### src/hdl/usc_pkg.sv
// Constants, field layout and carriers of the USB switch / charger register bank
// Summary of operation
// Switching delay code, 10 ms plus 20 ms steps
// Long key code, 300 ms plus 100 ms steps
// Accessory type one flags, read-only, reset zero
// Accessory type two flags, read-only, reset zero
// Key state low reports keys seven to send
// Key state high reports keys fourteen to eight
// Minus line code selects open, hs, tx
// Plus line code selects open, hs, rx
// Manual routing applies only in manual mode
// Boot level driven; factory pull open-drain
// Reset bit resets device, self-clears after
// Force-off beats detection and enable override
// Recharge threshold field, reset zero
// Override off: charge only with charger detected
// Fast charge allowed only when bit set
// Host clears fast allow only in pre-charge; code accepts the write in any charge phase
// Fast timer limit five/six/seven hours or off
// Timer over limit sets expired flag
// Expiry disables charging until reattach or toggle
// Switching delay only while wait bit set; code holds the automatic switch pending while the bit is clear
// Unused bits read zero, writes ignored
// Invalid field codes keep previous setting
package usc_pkg;
  localparam int unsigned CLK_HZ        = 50_000_000;
  localparam int unsigned MS_PER_SEC    = 1000;
  localparam int unsigned MS_CYCLES     = CLK_HZ / MS_PER_SEC;
  localparam int unsigned HOUR_MS       = 3_600_000;
  localparam int unsigned SRST_CYCLES   = 4;

  localparam logic [7:0] OFS_TIMING     = 8'h09;
  localparam logic [7:0] OFS_ACC_ONE    = 8'h0A;
  localparam logic [7:0] OFS_ACC_TWO    = 8'h0B;
  localparam logic [7:0] OFS_KEY_LOW    = 8'h0C;
  localparam logic [7:0] OFS_KEY_HIGH   = 8'h0D;
  localparam logic [7:0] OFS_ROUTING    = 8'h13;
  localparam logic [7:0] OFS_FACTORY    = 8'h14;
  localparam logic [7:0] OFS_SOFT_RESET = 8'h1B;
  localparam logic [7:0] OFS_CHARGE_ONE = 8'h20;

  localparam int unsigned POS_SW_WAIT   = 4;
  localparam int unsigned POS_LONG_KEY  = 0;
  localparam int unsigned POS_MINUS     = 5;
  localparam int unsigned POS_PLUS      = 2;
  localparam int unsigned POS_BOOT      = 3;
  localparam int unsigned POS_JIG       = 2;
  localparam int unsigned POS_SRST      = 0;
  localparam int unsigned POS_FORCE_OFF = 7;
  localparam int unsigned POS_THRESH    = 5;
  localparam int unsigned POS_ENOV      = 4;
  localparam int unsigned POS_FAST      = 3;
  localparam int unsigned POS_TLIM      = 0;

  localparam logic [3:0] RST_SW_WAIT    = 4'h0;
  localparam logic [3:0] RST_LONG_KEY   = 4'h0;
  localparam logic [2:0] RST_ROUTE      = 3'h0;
  localparam logic       RST_BOOT       = 1'b0;
  localparam logic       RST_JIG        = 1'b0;
  localparam logic       RST_FORCE_OFF  = 1'b0;
  localparam logic [1:0] RST_THRESH     = 2'h0;
  localparam logic       RST_ENOV       = 1'b1;
  localparam logic       RST_FAST       = 1'b1;
  localparam logic [1:0] RST_TLIM       = 2'h0;

  localparam logic [3:0] MAX_SW_WAIT    = 4'hA;
  localparam logic [3:0] MAX_LONG_KEY   = 4'hC;
  localparam logic [2:0] MAX_ROUTE      = 3'h3;
  localparam logic [2:0] ROUTE_HS       = 3'h1;
  localparam logic [2:0] ROUTE_UART     = 3'h3;
  localparam logic [1:0] TLIM_OFF       = 2'h3;

  localparam int unsigned SW_WAIT_BASE_MS  = 10;
  localparam int unsigned SW_WAIT_STEP_MS  = 20;
  localparam int unsigned LONG_KEY_BASE_MS = 300;
  localparam int unsigned LONG_KEY_STEP_MS = 100;
  localparam int unsigned FAST_BASE_HOURS  = 5;

  typedef struct packed {
    logic minus_hs;
    logic minus_uart_tx;
    logic plus_hs;
    logic plus_uart_rx;
  } usc_route_s;

  typedef struct packed {
    logic [7:0] acc_one;
    logic [7:0] acc_two;
    logic [7:0] key_low;
    logic [6:0] key_high;
  } usc_detect_s;

  typedef enum logic [2:0] {
    I2C_IDLE, I2C_ADDR, I2C_PTR, I2C_WDATA, I2C_ACK, I2C_RDATA, I2C_RACK, I2C_RLOAD
  } usc_i2c_e;
endpackage

### src/hdl/usc_regs.sv
// I2C-reached register bank with routing, factory outputs and charger control
module usc_regs
  import usc_pkg::*;
#(
  parameter logic [6:0]  DEV_ADDR    = 7'h25,
  parameter int unsigned MS_CYC      = MS_CYCLES,
  parameter int unsigned HOUR_LEN_MS = HOUR_MS
) (
  input  wire logic        clk_sys,
  input  wire logic        rst_n,
  input  wire logic        scl_i,
  input  wire logic        sda_i,
  output logic             sda_o,
  output logic             sda_oe_n,
  input  wire usc_detect_s detect,
  input  wire logic        detect_done,
  input  wire usc_route_s  auto_route,
  input  wire logic        hand_routing_select,
  input  wire logic        wait_select,
  input  wire logic        charger_detected,
  input  wire logic        charger_attached,
  input  wire logic        in_fast_charge,
  output usc_route_s       switch_route,
  output logic [10:0]      long_key_ms,
  output logic             boot_level_out,
  output logic             factory_pull_low_o,
  output logic             factory_pull_low_oe_n,
  output logic             charge_enable,
  output logic             fast_charge_allow,
  output logic [1:0]       recharge_threshold,
  output logic             fast_timer_expired,
  output logic             soft_reset_busy
);
  // I2C pin front end
  logic [2:0] scl_s_r, sda_s_r;
  logic       scl_f_r, sda_f_r, scl_p_r, sda_p_r;
  always_ff @(posedge clk_sys or negedge rst_n) begin
    if (!rst_n) begin
      scl_s_r <= 3'h7;
      sda_s_r <= 3'h7;
      scl_f_r <= 1'b1;
      sda_f_r <= 1'b1;
      scl_p_r <= 1'b1;
      sda_p_r <= 1'b1;
    end else begin
      scl_s_r <= {scl_s_r[1:0], scl_i};
      sda_s_r <= {sda_s_r[1:0], sda_i};
      if (scl_s_r[1] == scl_s_r[2]) scl_f_r <= scl_s_r[2];
      if (sda_s_r[1] == sda_s_r[2]) sda_f_r <= sda_s_r[2];
      scl_p_r <= scl_f_r;
      sda_p_r <= sda_f_r;
    end
  end

  logic scl_rise, scl_fall, i2c_start, i2c_stop;
  assign scl_rise  = scl_f_r & ~scl_p_r;
  assign scl_fall  = ~scl_f_r & scl_p_r;
  assign i2c_start = scl_f_r & scl_p_r & sda_p_r & ~sda_f_r;
  assign i2c_stop  = scl_f_r & scl_p_r & ~sda_p_r & sda_f_r;

  // Register state
  logic [3:0] sw_wait_r, long_key_r;
  logic [2:0] minus_r, plus_r;
  logic       boot_r, jig_r;
  logic       force_off_r, enov_r, fast_r;
  logic [1:0] thresh_r, tlim_r;
  logic [2:0] srst_cnt_r;
  logic       srst_act;
  usc_detect_s det_r;
  assign srst_act = (srst_cnt_r != 3'h0);

  // Read mux; unused bits read zero
  logic [7:0] ptr_r, rd_byte;
  always_comb begin
    case (ptr_r)
      OFS_TIMING:     rd_byte = {sw_wait_r, long_key_r};
      OFS_ACC_ONE:    rd_byte = det_r.acc_one;
      OFS_ACC_TWO:    rd_byte = det_r.acc_two;
      OFS_KEY_LOW:    rd_byte = det_r.key_low;
      OFS_KEY_HIGH:   rd_byte = {1'b0, det_r.key_high};
      OFS_ROUTING:    rd_byte = {minus_r, plus_r, 2'h0};
      OFS_FACTORY:    rd_byte = {4'h0, boot_r, jig_r, 2'h0};
      OFS_SOFT_RESET: rd_byte = {7'h00, srst_act};
      OFS_CHARGE_ONE: rd_byte = {force_off_r, thresh_r, enov_r, fast_r, 1'b0, tlim_r};
      default:        rd_byte = 8'h00;
    endcase
  end

  // I2C slave engine; survives soft reset so the ACK of the reset write completes
  usc_i2c_e   st_r, after_ack_r;
  logic [7:0] sh_r;
  logic [2:0] bitc_r;
  logic       ack_on_r, sda_low_r, wr_stb_r;
  logic [7:0] wr_addr_r, wr_data_r;
  logic [7:0] byte_in;
  assign byte_in = {sh_r[6:0], sda_f_r};

  always_ff @(posedge clk_sys or negedge rst_n) begin
    if (!rst_n) begin
      st_r        <= I2C_IDLE;
      after_ack_r <= I2C_IDLE;
      sh_r        <= 8'h00;
      bitc_r      <= 3'h0;
      ack_on_r    <= 1'b0;
      sda_low_r   <= 1'b0;
      ptr_r       <= 8'h00;
      wr_stb_r    <= 1'b0;
      wr_addr_r   <= 8'h00;
      wr_data_r   <= 8'h00;
    end else begin
      wr_stb_r <= 1'b0;
      if (i2c_start) begin
        st_r      <= I2C_ADDR;
        bitc_r    <= 3'h0;
        sda_low_r <= 1'b0;
        ack_on_r  <= 1'b0;
      end else if (i2c_stop) begin
        st_r      <= I2C_IDLE;
        sda_low_r <= 1'b0;
      end else if (scl_rise) begin
        case (st_r)
          I2C_ADDR, I2C_PTR, I2C_WDATA: begin
            sh_r   <= byte_in;
            bitc_r <= bitc_r + 3'h1;
            if (bitc_r == 3'h7) begin
              st_r <= I2C_ACK;
              if (st_r == I2C_ADDR) begin
                if (byte_in[7:1] != DEV_ADDR) st_r <= I2C_IDLE;
                after_ack_r <= byte_in[0] ? I2C_RDATA : I2C_PTR;
              end else if (st_r == I2C_PTR) begin
                ptr_r       <= byte_in;
                after_ack_r <= I2C_WDATA;
              end else begin
                wr_stb_r    <= 1'b1;
                wr_addr_r   <= ptr_r;
                wr_data_r   <= byte_in;
                ptr_r       <= ptr_r + 8'h01;
                after_ack_r <= I2C_WDATA;
              end
            end
          end
          I2C_RDATA: begin
            bitc_r <= bitc_r + 3'h1;
            if (bitc_r == 3'h7) st_r <= I2C_RACK;
          end
          I2C_RACK: begin
            if (sda_f_r) begin
              st_r <= I2C_IDLE;
            end else begin
              st_r  <= I2C_RLOAD;
              sh_r  <= rd_byte;
              ptr_r <= ptr_r + 8'h01;
            end
          end
          default: ;
        endcase
      end else if (scl_fall) begin
        case (st_r)
          I2C_ACK: begin
            if (!ack_on_r) begin
              ack_on_r  <= 1'b1;
              sda_low_r <= 1'b1;
            end else begin
              ack_on_r  <= 1'b0;
              bitc_r    <= 3'h0;
              st_r      <= after_ack_r;
              sda_low_r <= 1'b0;
              if (after_ack_r == I2C_RDATA) begin
                sh_r      <= rd_byte;
                sda_low_r <= ~rd_byte[7];
                ptr_r     <= ptr_r + 8'h01;
              end
            end
          end
          I2C_RDATA: sda_low_r <= ~sh_r[3'h7 - bitc_r];
          I2C_RLOAD: begin
            st_r      <= I2C_RDATA;
            bitc_r    <= 3'h0;
            sda_low_r <= ~sh_r[7];
          end
          default: sda_low_r <= 1'b0;
        endcase
      end
    end
  end
  assign sda_o    = 1'b0;
  assign sda_oe_n = ~sda_low_r;

  logic wr_timing, wr_route, wr_fact, wr_chg;
  assign wr_timing = wr_stb_r & (wr_addr_r == OFS_TIMING);
  assign wr_route  = wr_stb_r & (wr_addr_r == OFS_ROUTING);
  assign wr_fact   = wr_stb_r & (wr_addr_r == OFS_FACTORY);
  assign wr_chg    = wr_stb_r & (wr_addr_r == OFS_CHARGE_ONE);

  // Soft reset: a short internal pulse, bit reads back 1 while it lasts
  always_ff @(posedge clk_sys or negedge rst_n) begin
    if (!rst_n) begin
      srst_cnt_r <= 3'h0;
    end else if (srst_act) begin
      srst_cnt_r <= srst_cnt_r - 3'h1;
    end else if (wr_stb_r && wr_addr_r == OFS_SOFT_RESET && wr_data_r[POS_SRST]) begin
      srst_cnt_r <= 3'(SRST_CYCLES);
    end
  end

  // Host-written fields
  always_ff @(posedge clk_sys or negedge rst_n) begin
    if (!rst_n) begin
      sw_wait_r   <= RST_SW_WAIT;
      long_key_r  <= RST_LONG_KEY;
      minus_r     <= RST_ROUTE;
      plus_r      <= RST_ROUTE;
      boot_r      <= RST_BOOT;
      jig_r       <= RST_JIG;
      force_off_r <= RST_FORCE_OFF;
      thresh_r    <= RST_THRESH;
      enov_r      <= RST_ENOV;
      fast_r      <= RST_FAST;
      tlim_r      <= RST_TLIM;
    end else if (srst_act) begin
      sw_wait_r   <= RST_SW_WAIT;
      long_key_r  <= RST_LONG_KEY;
      minus_r     <= RST_ROUTE;
      plus_r      <= RST_ROUTE;
      boot_r      <= RST_BOOT;
      jig_r       <= RST_JIG;
      force_off_r <= RST_FORCE_OFF;
      thresh_r    <= RST_THRESH;
      enov_r      <= RST_ENOV;
      fast_r      <= RST_FAST;
      tlim_r      <= RST_TLIM;
    end else begin
      if (wr_timing && wr_data_r[POS_SW_WAIT +: 4] <= MAX_SW_WAIT)
        sw_wait_r <= wr_data_r[POS_SW_WAIT +: 4];
      if (wr_timing && wr_data_r[POS_LONG_KEY +: 4] <= MAX_LONG_KEY)
        long_key_r <= wr_data_r[POS_LONG_KEY +: 4];
      if (wr_route && wr_data_r[POS_MINUS +: 3] <= MAX_ROUTE)
        minus_r <= wr_data_r[POS_MINUS +: 3];
      if (wr_route && wr_data_r[POS_PLUS +: 3] <= MAX_ROUTE)
        plus_r <= wr_data_r[POS_PLUS +: 3];
      if (wr_fact) begin
        boot_r <= wr_data_r[POS_BOOT];
        jig_r  <= wr_data_r[POS_JIG];
      end
      if (wr_chg) begin
        force_off_r <= wr_data_r[POS_FORCE_OFF];
        thresh_r    <= wr_data_r[POS_THRESH +: 2];
        enov_r      <= wr_data_r[POS_ENOV];
        fast_r      <= wr_data_r[POS_FAST];
        tlim_r      <= wr_data_r[POS_TLIM +: 2];
      end
    end
  end

  // Detection snapshot for the read-only registers
  always_ff @(posedge clk_sys or negedge rst_n) begin
    if (!rst_n) det_r <= '0;
    else if (srst_act) det_r <= '0;
    else det_r <= detect;
  end

  // Millisecond tick shared by switching delay and fast-charge timer
  logic [$clog2(MS_CYC)-1:0] pre_r;
  logic                      tick_ms;
  assign tick_ms = (pre_r == ($clog2(MS_CYC))'(MS_CYC - 1));
  always_ff @(posedge clk_sys or negedge rst_n) begin
    if (!rst_n) pre_r <= '0;
    else if (tick_ms) pre_r <= '0;
    else pre_r <= pre_r + 1'b1;
  end

  // Switching delay between detection done and automatic switching
  logic       pend_r;
  logic [7:0] dly_ms_r, sw_wait_ms;
  usc_route_s auto_hold_r, auto_appl_r, manual_route;
  assign sw_wait_ms = 8'(SW_WAIT_BASE_MS) + 8'(SW_WAIT_STEP_MS) * {4'h0, sw_wait_r};
  always_ff @(posedge clk_sys or negedge rst_n) begin
    if (!rst_n) begin
      pend_r      <= 1'b0;
      dly_ms_r    <= 8'h00;
      auto_hold_r <= '0;
      auto_appl_r <= '0;
    end else if (srst_act) begin
      pend_r      <= 1'b0;
      dly_ms_r    <= 8'h00;
      auto_hold_r <= '0;
      auto_appl_r <= '0;
    end else if (detect_done) begin
      pend_r      <= 1'b1;
      dly_ms_r    <= 8'h00;
      auto_hold_r <= auto_route;
    end else if (pend_r && wait_select) begin
      if (dly_ms_r >= sw_wait_ms) begin
        pend_r      <= 1'b0;
        auto_appl_r <= auto_hold_r;
      end else if (tick_ms) begin
        dly_ms_r <= dly_ms_r + 8'h01;
      end
    end
  end

  always_comb begin
    manual_route.minus_hs      = (minus_r == ROUTE_HS);
    manual_route.minus_uart_tx = (minus_r == ROUTE_UART);
    manual_route.plus_hs       = (plus_r == ROUTE_HS);
    manual_route.plus_uart_rx  = (plus_r == ROUTE_UART);
  end

  always_ff @(posedge clk_sys or negedge rst_n) begin
    if (!rst_n) switch_route <= '0;
    else switch_route <= hand_routing_select ? auto_appl_r : manual_route;
  end

  // Fast-charge timer; limits in ms fit 25 bits
  logic [24:0] fc_ms_r, fc_lim_ms;
  logic        expired_r, attach_p_r, enov_p_r, exp_set, exp_clr;
  assign fc_lim_ms = 25'((FAST_BASE_HOURS + 32'(tlim_r)) * HOUR_LEN_MS);
  assign exp_set   = in_fast_charge && (tlim_r != TLIM_OFF) && (fc_ms_r >= fc_lim_ms);
  assign exp_clr   = (charger_attached & ~attach_p_r) | (enov_r ^ enov_p_r);
  always_ff @(posedge clk_sys or negedge rst_n) begin
    if (!rst_n) begin
      fc_ms_r    <= '0;
      expired_r  <= 1'b0;
      attach_p_r <= 1'b0;
      enov_p_r   <= RST_ENOV;
    end else begin
      attach_p_r <= charger_attached;
      enov_p_r   <= enov_r;
      if (srst_act || !in_fast_charge) fc_ms_r <= '0;
      else if (tick_ms && !exp_set) fc_ms_r <= fc_ms_r + 25'h1;
      // Set wins over a clear arriving in the same cycle
      if (exp_set) expired_r <= 1'b1;
      else if (srst_act || exp_clr) expired_r <= 1'b0;
    end
  end

  // Outputs from flops
  always_ff @(posedge clk_sys or negedge rst_n) begin
    if (!rst_n) begin
      charge_enable         <= 1'b0;
      fast_charge_allow     <= RST_FAST;
      recharge_threshold    <= RST_THRESH;
      fast_timer_expired    <= 1'b0;
      long_key_ms           <= 11'h000;
      boot_level_out        <= RST_BOOT;
      factory_pull_low_oe_n <= 1'b1;
      soft_reset_busy       <= 1'b0;
    end else begin
      charge_enable         <= ~force_off_r & ~expired_r & (enov_r | charger_detected);
      fast_charge_allow     <= fast_r;
      recharge_threshold    <= thresh_r;
      fast_timer_expired    <= expired_r;
      long_key_ms           <= 11'(LONG_KEY_BASE_MS) + 11'(LONG_KEY_STEP_MS) * {7'h00, long_key_r};
      boot_level_out        <= boot_r;
      factory_pull_low_oe_n <= ~jig_r;
      soft_reset_busy       <= srst_act;
    end
  end
  assign factory_pull_low_o = 1'b0;
endmodule

### config.mk
export PLATFORM = sky130hd
export DESIGN_NAME = usc_regs
export DESIGN_NICKNAME = d
export VERILOG_FILES = /design/src/hdl/usc_pkg.sv /design/src/hdl/usc_regs.sv
export SDC_FILE = /design/constraint.sdc
export NUM_CORES = 1
export LEC_CHECK = 0
export BUFFER_PORTS_ARGS = -buffer_cell sky130_fd_sc_hd__clkbuf_2
export CAP_MARGIN = 0
export CORE_MARGIN = 2
export CORE_UTILIZATION = 60
export CTS_CLUSTER_SIZE = 40
export DETAILED_ROUTE_END_ITERATION = 16
export MAX_ROUTING_LAYER = met4
export PLACE_DENSITY_LB_ADDON = 0.08
export SETUP_SLACK_MARGIN = 0.02
export SYNTH_ARGS = -nofsm -noshare
export SYNTH_HDL_FRONTEND = slang
export SYNTH_SLANG_ARGS = --single-unit
### constraint.sdc
create_clock -name clk_sys -period 8.4 [get_ports clk_sys]
set_input_delay 1.68 -clock clk_sys [delete_from_list [all_inputs] [get_ports clk_sys]]
set_output_delay 1.68 -clock clk_sys [all_outputs]
set_load 0.02 [all_outputs]
; ---- Yosys cells after proc, flatten, opt, wreduce, memory -nomap -nowiden
; Index checks and enable logic that the tools add are counted.
[word_totals]
reg_bits = 195
output_inout_bits = 26
word_cells = 320
[classes]
n_addsub = 10
mul = 3
n_lt_le_gt_ge = 7
n_eq_ne = 47
muxes = 107
bitwise = 33
n_reduce_logical = 54
[op_table]
columns = cell, n
row1 = $mux W8, 20
row2 = $mux W3, 24
row3 = $pmux W8 S9, 1
row4 = $mux W25, 2
row5 = $eq A8 B4 Y1 const B, 6
row6 = $eq A8 B5 Y1 const B, 6
row7 = $mux W4, 11
row8 = $mux W1, 36
row9 = $reduce_bool A2 Y1, 18
row10 = $pmux W8 S2, 2
row11 = $mux W31, 1
row12 = $add A25 B1 Y25 const B, 1
row13 = $ge A25 B25 Y1, 1
row14 = $eq A3 B3 Y1 const B, 6
row15 = $mul A4 B15 Y18 const B, 1
row16 = $reduce_bool A3 Y1, 6
row17 = $add A16 B1 Y16 const B, 1
row18 = $add A8 B1 Y8 const B, 2
row19 = $eq A16 B16 Y1 const B, 1
row20 = $eq A8 B6 Y1 const B, 2
row21 = $mux W16, 1
row22 = $not A1 Y1, 16
row23 = $ne A5 B5 Y1 const B, 3
row24 = $and A1 B1 Y1, 14
row25 = 45 further kinds, 79

; ---- Logic depth before layout (Yosys ltp)
; Gate-level depths: netlist of the first run.
[depth]
depth_word = 10
ltp_mapped = 12
mapped_depth_nobuf = 10

; ---- Worst setup path after synthesis of the first run
; OpenSTA, ideal clock, no wires.
[synth_path]
path_kind = flip-flop to flip-flop
from = reg sw_wait_r[1]
to = reg dly_ms_r[5]
setup_time_ns = 0.120
t_arrival_ns = 3.025
t_required_ns = 8.280
slack_ns = 5.255
stages_incl_launch_ff = 11
path_buffers = 1
cell_sequence = dfrtp_1 > ha_1 > ha_1 > fa_1 > xor2_1 > ha_1 > a21o_1 > a21oi_1 > clkbuf_1 > a31oi_1 > a41o_1
[synth_between]
elab_chain_len = 5
[synth_lines]
columns = element, line
row1 = start: declaration, usc_regs.sv:62  ; logic [3:0] sw_wait_r, long_key_r;
row2 = start signal: assignment, usc_regs.sv:234  ; sw_wait_r <= wr_data_r[POS_SW_WAIT +: 4];
row3 = $mul A3 B4 Y6, usc_regs.sv:276  ; assign sw_wait_ms = 8'(SW_WAIT_BASE_MS) + 8'(SW_WAIT_STEP_MS) * {4'h0, sw_wait_r};
row4 = $add A4 B8 Y8, usc_regs.sv:276
row5 = $ge A8 B8 Y1, usc_regs.sv:293  ; if (dly_ms_r >= sw_wait_ms) begin
row6 = $ne A3 B3 Y1 (no line), --
row7 = $reduce_and A3 Y1 (no line), --
row8 = end signal: assignment, usc_regs.sv:297  ; dly_ms_r <= dly_ms_r + 8'h01;
row9 = end: declaration, usc_regs.sv:274  ; logic [7:0] dly_ms_r, sw_wait_ms;
; Every way passes these cells.
; A chain may end at the register's enable or synchronous reset.

; ---- Final worst setup path of the first run
; Same ends and word-level chain as after synthesis.

==> reports/metrics.yaml, run 1 <==
outcome: "complete, no violations"
drt_iter0_markers: 730
reg2reg_depth: 9
hold_buffers: 0
cp-start-kind: "flip-flop"
start_util: 0.616
fmax_ghz: 0.265
ir_drop_mv: 0.162
grt-busiest-layer: "met2"
postSynthCellCount: 1004
cts.repair.resized: 0
antenna_found_initial: 0
dieHeight_um: 135
clock_skew_ps: 12.2
power_leakage_nw: 5.25
dpl.hpwl_mm: 15.4
avgRoutedWirePerCell_um: 17.7
drcViolationCount: 0
worstMarginPinSlew_ps: 1330
worstPathCellList: "ha_1, ha_1, fa_1, xor2_1, ha_1, a21o_1, a21oi_1, a31oi_1, a41o_1"
crit_path_frequent_cell: "ha_1"
drt_pass1_iterations: 6
overflow: 0
gp_congestion: 0.869
crit_path_end_kind: "flip-flop"
design.die.area_um2: 18200
yosys_warnings: 0
vias: 7842
cts-root-buf: "clkbuf_16"
syn_area_per_cell_um2: 10.2
synth-compound-area-share: 0.153
antenna_cells: 0
place.port_buffers: 66
cp_max_fo: 18
grt_pass1_wl_mm: 37.7
tns_ps: 0
clock_sinks: 193
syn-cell-area_um2: 10300
fp.dieW_um: 135
met2_usage: 0.401
synth_edf_count: 0
synth_seq_cells: 193
p_per_area_nw_per_um2: 194
core_um2: 16600
grt_start_max_net_pins: 91
drv_slew: 0
cts_setup_buffers: 0
numCtsBuffers: 17
async_reset_ff_frac: 1.00
grt_pass1_vias: 7307
synthMuxAreaShare: 0.0525
design.portCount: 71
drive_above_1_share: 0.127
htree_num_levels: 4
area_growth_pct: 10.1
gr-usage-met1: 0.387
slowest_stage: "a21oi_1"
hold_violations: 0
whs_path_depth: 0
drv_cap: 0
final_cell_mix: "178 x dfrtp_1, 83 x nand2_1, 65 x clkbuf_2"
use_met3: 0.0417
num_rows: 47
fin_crit_sh: 0.450
vias_per_cell: 6.13
clk_pin_slew_worst_paths_ps: 70
grt_setup_unrepaired: "no"
synth-xor-area-share: 0.0248
ant_nets: 0
cp.arrival_ps: 4110
ys_dominant_reg_cell: "dfrtp_1"
clock_path_buffers: 2
ys_types: 79
wirelength_mm: 22.7
min_period_ps: 3780
yosys.area_share.simple: 0.172
layout.nets: 1155
hp-class: "flip-flop to flip-flop"
synth_top_family_by_area: "simple AND/OR/NAND/NOR gates"
critPathRequiredTime_ps: 8730
slowest_delay_ps: 1030
cts_tree: "done"
layout_commonest_cell: "dfrtp_1"
relSlewSlack: 0.110
worstSkewPairLatency_ps: 450
place.detailed.instances: 1247
yosysSeqAreaShare: 0.473
synthAdderAreaFrac: 0.0815
path_class: "flip-flop to flip-flop"
setup_viol: 0
final_cell_count_no_fill: 1279
grtUsageTotal: 0.269
## registers in the layout, indices dropped and copies added (netlist names), 4 cells and up
register and cells:
fc_ms_r 25, det_r 31, long_key_r 4, pre_r 16
long_key_ms 9, dly_ms_r 8, sh_r 8, wr_addr_r 8
auto_appl_r 4, auto_hold_r 4, wr_data_r 8, sw_wait_r 4
switch_route 4, ptr_r 8
## per-stage QoR
stage / utilization / cell area (um^2) / worst slack (ps) / total power, W / hold WS, ps
finish: 0.678 / 11300 / 4620 / 0.00219 / 359
global route: 0.678 / 11300 / 4460 / 0.00228 / 365
CTS: 0.678 / 11300 / 4640 / 0.00219 / 362
detailed placement: 0.643 / 10700 / 4700 / 0.00139 / 349
global placement: 0.643 / 10700 / 4790 / 0.00139 / 346
floorplan: - / 10300 / 5250 / 0.00129 / 345
## synth_stat cells (6+ instances only)
cell      number  share of area
nand4_1       16         0.0098
a41o_1         8         0.0078
and4_1         8         0.0068
mux2i_1       20          0.020
clkbuf_1      34          0.012
a222oi_1       8         0.0078
a22oi_1        9         0.0066
and3_1        18          0.011
o22ai_1        9         0.0055
nor2_1        54          0.020
o21ai_1       16         0.0078
o21a_1        10         0.0073
nand2_1       83          0.030
nor2b_1       14         0.0085
nor3_1         9         0.0044
dfstp_2       15          0.038
or4_1         23          0.017
nand2b_1       6         0.0037
ha_1          62          0.076
inv_1         50          0.018
nor4_1         7         0.0043
dfrtp_1      178           0.43
a31oi_1       16         0.0098
and2_1        38          0.023
xnor2_1       14          0.012
o31ai_1       24          0.018
o21ai_0       28          0.014
mux2_1        26          0.029
xor2_1        15          0.013
nand3_1       32          0.016
a21oi_1       58          0.028
buf_2          8         0.0039
## kinds of logic after synthesis
group | Yosys count
AO/OA/AOI/OAI | 233
XOR/XNOR | 29
adder cells (fa/ha/maj) | 66
buffers and inverters | 105
flip-flops | 193
multiplexers | 48
other | 1
AND/OR/NAND/NOR | 329
## worst paths after layout
check,slack (ps),start,end
max reg2reg,4620,sw_wait_r[1],dly_ms_r[5]
max in group asynchronous,5910,rst_n,ptr_r[7]
min,360,sda_s_r[0],sda_s_r[1]
min in group asynchronous,1300,rst_n,fc_ms_r[7]
min reg2reg,360,sda_s_r[0],sda_s_r[1]
max,4620,sw_wait_r[1],dly_ms_r[5]
## critical path: cells and delay by family, from the launching register on
kind | cells | cell delay (ps)
compound gates | 4 | 1740
xor+xnor | 1 | 180
fa+ha+maj | 4 | 1300
flops | 1 | 450
## power breakdown
group	internal, W	switching (W)	total, W
logic	0.000130	0.000191	0.000321
clock network	0.000401	0.000405	0.000806
registers	0.000975	0.0000864	0.00106
total	0.00151	0.000682	0.00219
## final cells by class
class	instances	area [um^2]
clock inverters	14	163
flip-flops and latches	193	4850
clock buffers	18	429
well taps	220	275
fillers	1309	5360
multi-input cells	710	4990
inverters	53	199
repair buffers	71	377
## metal layers
| layer | part of all wire | wire length (um) |
|---|---|---|
| met5 | 0 | 0 |
| met4 | 0.011 | 242 |
| met3 | 0.050 | 1140 |
| met2 | 0.46 | 10400 |
| met1 | 0.48 | 10800 |
(Power assumes the default switching activity.)
==> inputs of run 2 (changes only) <==
==> constraint.sdc (replaced) <==
create_clock -name clk_sys -period 3.85 [get_ports clk_sys]
set_input_delay 0.77 -clock clk_sys [delete_from_list [all_inputs] [get_ports clk_sys]]
set_output_delay 0.77 -clock clk_sys [all_outputs]
set_load 0.02 [all_outputs]
==> run 2 against run 1 <==
First-iteration DRC count increased by 0.55%. Sequential power is 120% higher. Non-clock buffer count grew 7. Cell count increased by 0.55%. Clock power grew 130%. Clock-buffer cell count fell by 1. Sequential cell count did not move. Global-route usage grew 0.070 points. Setup slack lost 4000 ps. Core utilization grew 0.69 points. Sequential share of layout area decreased by 0.43 points.
==> reports/metrics.yaml, run 2 (synthesis results as in run 1) <==
cts-root-buf: "clkbuf_16"
setup_ws_ps: 643
path_class: "flip-flop to flip-flop"
fin_crit_sh: 0.833
cp.arrival_ps: 3540
cp-start-kind: "flip-flop"
cts_setup_buffers: 0
area_growth_pct: 11.2
grt_start_max_net_pins: 94
grt_pass1_vias: 7460
final_cell_count_no_fill: 1286
antenna_found_initial: 0
cp_max_fo: 31
place.detailed.instances: 1254
largest_reg_flops: 31
drt_iter0_markers: 734
hp-class: "flip-flop to flip-flop"
dpl.hpwl_mm: 15.6
setup_viol: 0
ir_drop_mv: 0.466
p_per_area_nw_per_um2: 431
dpl_cell_area_um2: 10800
vias: 7860
worstSkewPairLatency_ps: 440
clock_sinks: 193
place.port_buffers: 66
grt_pass1_wl_mm: 37.9
fillCellCount: 1218
cts_tree: "done"
dieHeight_um: 135
drv_slew: 0
relSlewSlack: 0.411
drcViolationCount: 0
tns_ps: 0
clock_skew_ps: 13.0
start_util: 0.616
final_cell_area_um2: 11400
top_register: "det_r"
core_um2: 16600
critPathRequiredTime_ps: 4190
fmax_ghz: 0.312
clock_path_buffers: 2
pre_cts_ws_ps: 643
largestRegisters: "det_r (31), fc_ms_r (25), pre_r (16)"
avgRoutedWirePerCell_um: 17.5
drt_pass1_iterations: 5
min_period_ps: 3210
antenna_cells: 0
crit_path_end_kind: "flip-flop"
layout_commonest_cell: "dfrtp_1"
grt_setup_unrepaired: "no"
design.portCount: 71
power_leakage_nw: 5.31
worstMarginPinSlew_ps: 882
drive_above_1_share: 0.133
numCtsBuffers: 17
fp.dieW_um: 135
wirelength_mm: 22.5
grtUsageTotal: 0.269
drv_cap: 0
hold_buffers: 0
design.die.area_um2: 18200
clk_pin_slew_worst_paths_ps: 70
num_rows: 47
finalPower_w: 0.00491
layout.nets: 1162
overflow: 0
htree_num_levels: 4
hold_violations: 0
final_cell_mix: "178 x dfrtp_1, 83 x nand2_1, 65 x clkbuf_2"
vias_per_cell: 6.11
ant_nets: 0
cts.repair.resized: 0
gp_congestion: 0.884
outcome: "complete, no violations"
==> run 2: path summary, 6_finish.rpt <==
path                       slack (ps)  depth (start not counted)          to        from
setup / recovery                  640                         11  fc_ms_r[3]   tlim_r[0]
setup reg to reg                  640                         11  fc_ms_r[3]   tlim_r[0]
hold / removal                    360                          0  sda_s_r[1]  sda_s_r[0]
max in group asynchronous        2570                          2  scl_s_r[2]       rst_n
hold reg to reg                   360                          0  sda_s_r[1]  sda_s_r[0]
min in group asynchronous         380                          1  fc_ms_r[5]       rst_n
==> run 2: final cells by class <==
type,instances,area (um^2),area share
Clock inverter,15,216,0.0190
Inverter,53,199,0.0175
Tap cell,220,275,0.0241
Multi-Input combinational cell,710,4990,0.438
Sequential cell,193,4850,0.425
Clock buffer,17,425,0.0373
Timing Repair Buffer,78,442,0.0387
==> run 2: routing by layer <==
layer,GRT usage,wire length (um)
met5,-,0
met2,0.413,10600
met3,0.0544,1280
met4,0.0778,405
met1,0.368,10200
==> run 2: worst max-delay path, stage by stage (launching register included) <==
cell and delay (ps):
dfrtp_1 520, inv_1 170, ha_1 380, inv_1 60, ha_1 280, and4b_1 180
a221o_1 300, o211ai_2 210, a31oi_4 100, buf_4 240, or4_1 480, a21oi_1 180
==> run 2: per-stage QoR <==
stage / hold slack [ps] / util
2_1_floorplan: 345 / -
3_3_place_gp: 346 / 0.646
3_5_place_dp: 347 / 0.646
4_1_cts: 358 / 0.685
5_1_grt: 366 / 0.685
6_report: 357 / 0.685
==> run 2: power breakdown <==
part / switching, W / total (W) / internal, W
logic: 0.000419 / 0.000705 / 0.000286
registers: 0.000192 / 0.00232 / 0.00213
clock network: 0.000880 / 0.00189 / 0.00101
total: 0.00149 / 0.00491 / 0.00342
==> inputs of run 3 (changes only) <==
--- a/config.mk
+++ b/config.mk
@@ -5,10 +5,11 @@
 export SDC_FILE = /design/constraint.sdc
 export NUM_CORES = 1
 export LEC_CHECK = 0
+export ABC_AREA = 1
 export BUFFER_PORTS_ARGS = -buffer_cell sky130_fd_sc_hd__clkbuf_2
 export CAP_MARGIN = 0
 export CORE_MARGIN = 2
-export CORE_UTILIZATION = 60
+export CORE_UTILIZATION = 55
 export CTS_CLUSTER_SIZE = 40
 export DETAILED_ROUTE_END_ITERATION = 16
 export MAX_ROUTING_LAYER = met4
==> constraint.sdc (replaced) <==
create_clock -name clk_sys -period 2.6 [get_ports clk_sys]
set_input_delay 0.52 -clock clk_sys [delete_from_list [all_inputs] [get_ports clk_sys]]
set_output_delay 0.52 -clock clk_sys [all_outputs]
set_load 0.02 [all_outputs]
==> run 3 against run 2 <==
The flow now finishes with violations (negative setup slack). Core utilization decreased by 4.8 points. Design area increased by 8.8%. Area after synthesis increased by 6.2%. Largest power group unchanged. Sequential share of layout area shrank 3.4 points. Die area increased by 15%. Combinational power increased by 49%. Setup slack lost 970 ps. Register-to-register slack worse by 970 ps.
==> reports/metrics.yaml, run 3 <==
reg2reg_depth: 15
design.die.area_um2: 20900
r2r-end: "dly_ms_r[0]"
clock_sinks: 193
gp_congestion: 0.927
drv_cap: 0
htree_num_levels: 4
violations: "negative setup slack"
layout.nets: 1601
drive_above_1_share: 0.132
setup_viol: 13
final_cell_area_um2: 12400
syn_area_per_cell_um2: 7.74
min_period_ps: 2920
num_rows: 51
design.portCount: 71
grtUsageTotal: 0.266
cts_tree: "done"
outcome: "finished, violations left"
path_class: "flip-flop to flip-flop"
ant_nets: 0
start_util: 0.560
largestRegisters: "det_r (31), fc_ms_r (25), pre_r (16)"
finalPower_w: 0.00740
synth_edf_count: 0
async_reset_ff_frac: 1.00
drv_slew: 0
cts-root-buf: "clkbuf_16"
fillCellCount: 1744
fp.dieW_um: 145
hp-class: "input pin to asynchronous set/reset pin"
cp-start-kind: "flip-flop"
dieHeight_um: 145
grt_start_max_net_pins: 62
postSynthCellCount: 1408
dpl.hpwl_mm: 18.5
tns_ps: -3940
final_cell_mix: "376 x nand2_1, 178 x dfrtp_1, 173 x inv_1"
critPathRequiredTime_ps: 2930
power_leakage_nw: 6.55
yosysSeqAreaShare: 0.445
vias: 9058
dpl_cell_area_um2: 11600
yosys_warnings: 0
grt_pass1_vias: 8744
ys_dominant_reg_cell: "dfrtp_1"
slowest_stage: "fa_1"
crit_path_end_kind: "flip-flop"
fmax_ghz: 0.342
largest_reg_flops: 31
wirelength_mm: 25.0
r2r_setup_slack_ps: -320
yosys.cell_count.top_type: "nand2_1"
numCtsBuffers: 17
hold_violations: 0
avgRoutedWirePerCell_um: 14.1
clk_pin_slew_worst_paths_ps: 80
ys_types: 44
grt_setup_unrepaired: "yes"
hold_buffers: 0
setup_ws_ps: -323
p_per_area_nw_per_um2: 597
cp_max_fo: 8
worstReg2RegStart: "sw_wait_r[1]"
drcViolationCount: 0
worstSkewPairLatency_ps: 430
startpoint: "sw_wait_r[1]"
yosysTopAreaCell: "dfrtp_1"
vias_per_cell: 5.12
antenna_cells: 0
antenna_found_initial: 0
synth_seq_cells: 193
drt_pass1_iterations: 5
slowest_delay_ps: 510
clock_path_buffers: 2
top_register: "det_r"
core_um2: 19500
synth_top_area_share: 0.409
worstPathCellList: "ha_1, ha_2, fa_1, nand3_1, xnor2_1, ha_1, nand2_1, inv_1, nor2_1, o21a_1, nand3_2, nand2_4, nand3_4, nand2_2, o21ai_2"
synth_commonest_cells: "382 x nand2_1, 178 x dfrtp_1, 174 x inv_1"
place.port_buffers: 66
overflow: 0
ir_drop_mv: 0.457
syn-cell-area_um2: 10900
drt_iter0_markers: 580
layout_commonest_cell: "nand2_1"
crit_path_frequent_cell: "ha_1"
clock_skew_ps: 9.07
relSlewSlack: 0.587
fin_crit_sh: 1.12
worstMarginPinSlew_ps: 618
grt_pass1_wl_mm: 42.5
cp.arrival_ps: 3250
synth_top_cells_by_area: "dfrtp_1 41%, nand2_1 13%, ha_1 7.1%"
worstSetupEndpoint: "dly_ms_r[0]"
area_growth_pct: 13.9
## run 3: final cells by class
type,instances,area [um^2],share of cell area
multi-input cells,982,5190,0.419
flip-flops and latches,193,4850,0.391
inverters,202,761,0.0613
repair buffers,96,602,0.0485
clock buffers,17,425,0.0343
well taps,265,332,0.0267
clock inverters,15,239,0.0193
## run 3: how the worst min path moves through the flow
stage               slack [ps]  depth (start not counted)          to       start
global placement           350                          0  scl_s_r[1]  scl_s_r[0]
finish                      50                          1    pre_r[3]       rst_n
CTS                         80                          1    pre_r[3]       rst_n
global route                80                          1    pre_r[3]       rst_n
detailed placement         350                          0  scl_s_r[1]  scl_s_r[0]
floorplan                  220                          0    ack_on_r       rst_n
## run 3: per-stage QoR
stage	instances	setup WS, ps	hold slack, ps	utilization
floorplan	1412	-208	224	-
global placement	1734	-301	346	0.598
detailed placement	1734	-417	347	0.598
CTS	1768	-267	76.5	0.635
global route	1770	-452	81.5	0.637
finish	1770	-323	53.5	0.637
## run 3: metal layers
layer | up-vias | track usage | routed length [um] | share of wire
li1 | 4673 | - | - | -
met1 | 4152 | 0.351 | 11700 | 0.47
met2 | 205 | 0.436 | 12000 | 0.48
met3 | 28 | 0.0421 | 967 | 0.039
met4 | 0 | 0.0603 | 321 | 0.013
met5 | - | - | 0 | 0
## run 3: logic make-up after synthesis
family | after synthesis | share of synthesized area
XOR/XNOR | 40 | 0.0322
flip-flops | 193 | 0.445
buffers and inverters | 238 | 0.0876
adder cells (fa/ha/maj) | 66 | 0.0767
AND/OR/NAND/NOR | 713 | 0.281
other | 1 | 0.000344
AO/OA/AOI/OAI | 157 | 0.0772
## run 3: worst max-delay path: cells and delay by family, from the launching register on
family / cells / cell delay (ps)
buffers and inverters: 1 / 30
adders and majority gates: 4 / 1310
DFF: 1 / 390
xor gates and xnor gates: 1 / 140
AOI/OAI and AO/OA: 2 / 190
and+or+nand+nor: 7 / 750
## run 3: repair_timing
item,CTS,global route
pin swaps,9,4
setup endpoints to repair,13,38
gates resized for setup,7,9
setup buffers,1,2
cloned,1,0
## run 3: power by group
group / internal, W / switching [W]
registers: 0.00320 / 0.000218
clock network: 0.00167 / 0.00127
logic: 0.000343 / 0.000711
total: 0.00521 / 0.00220
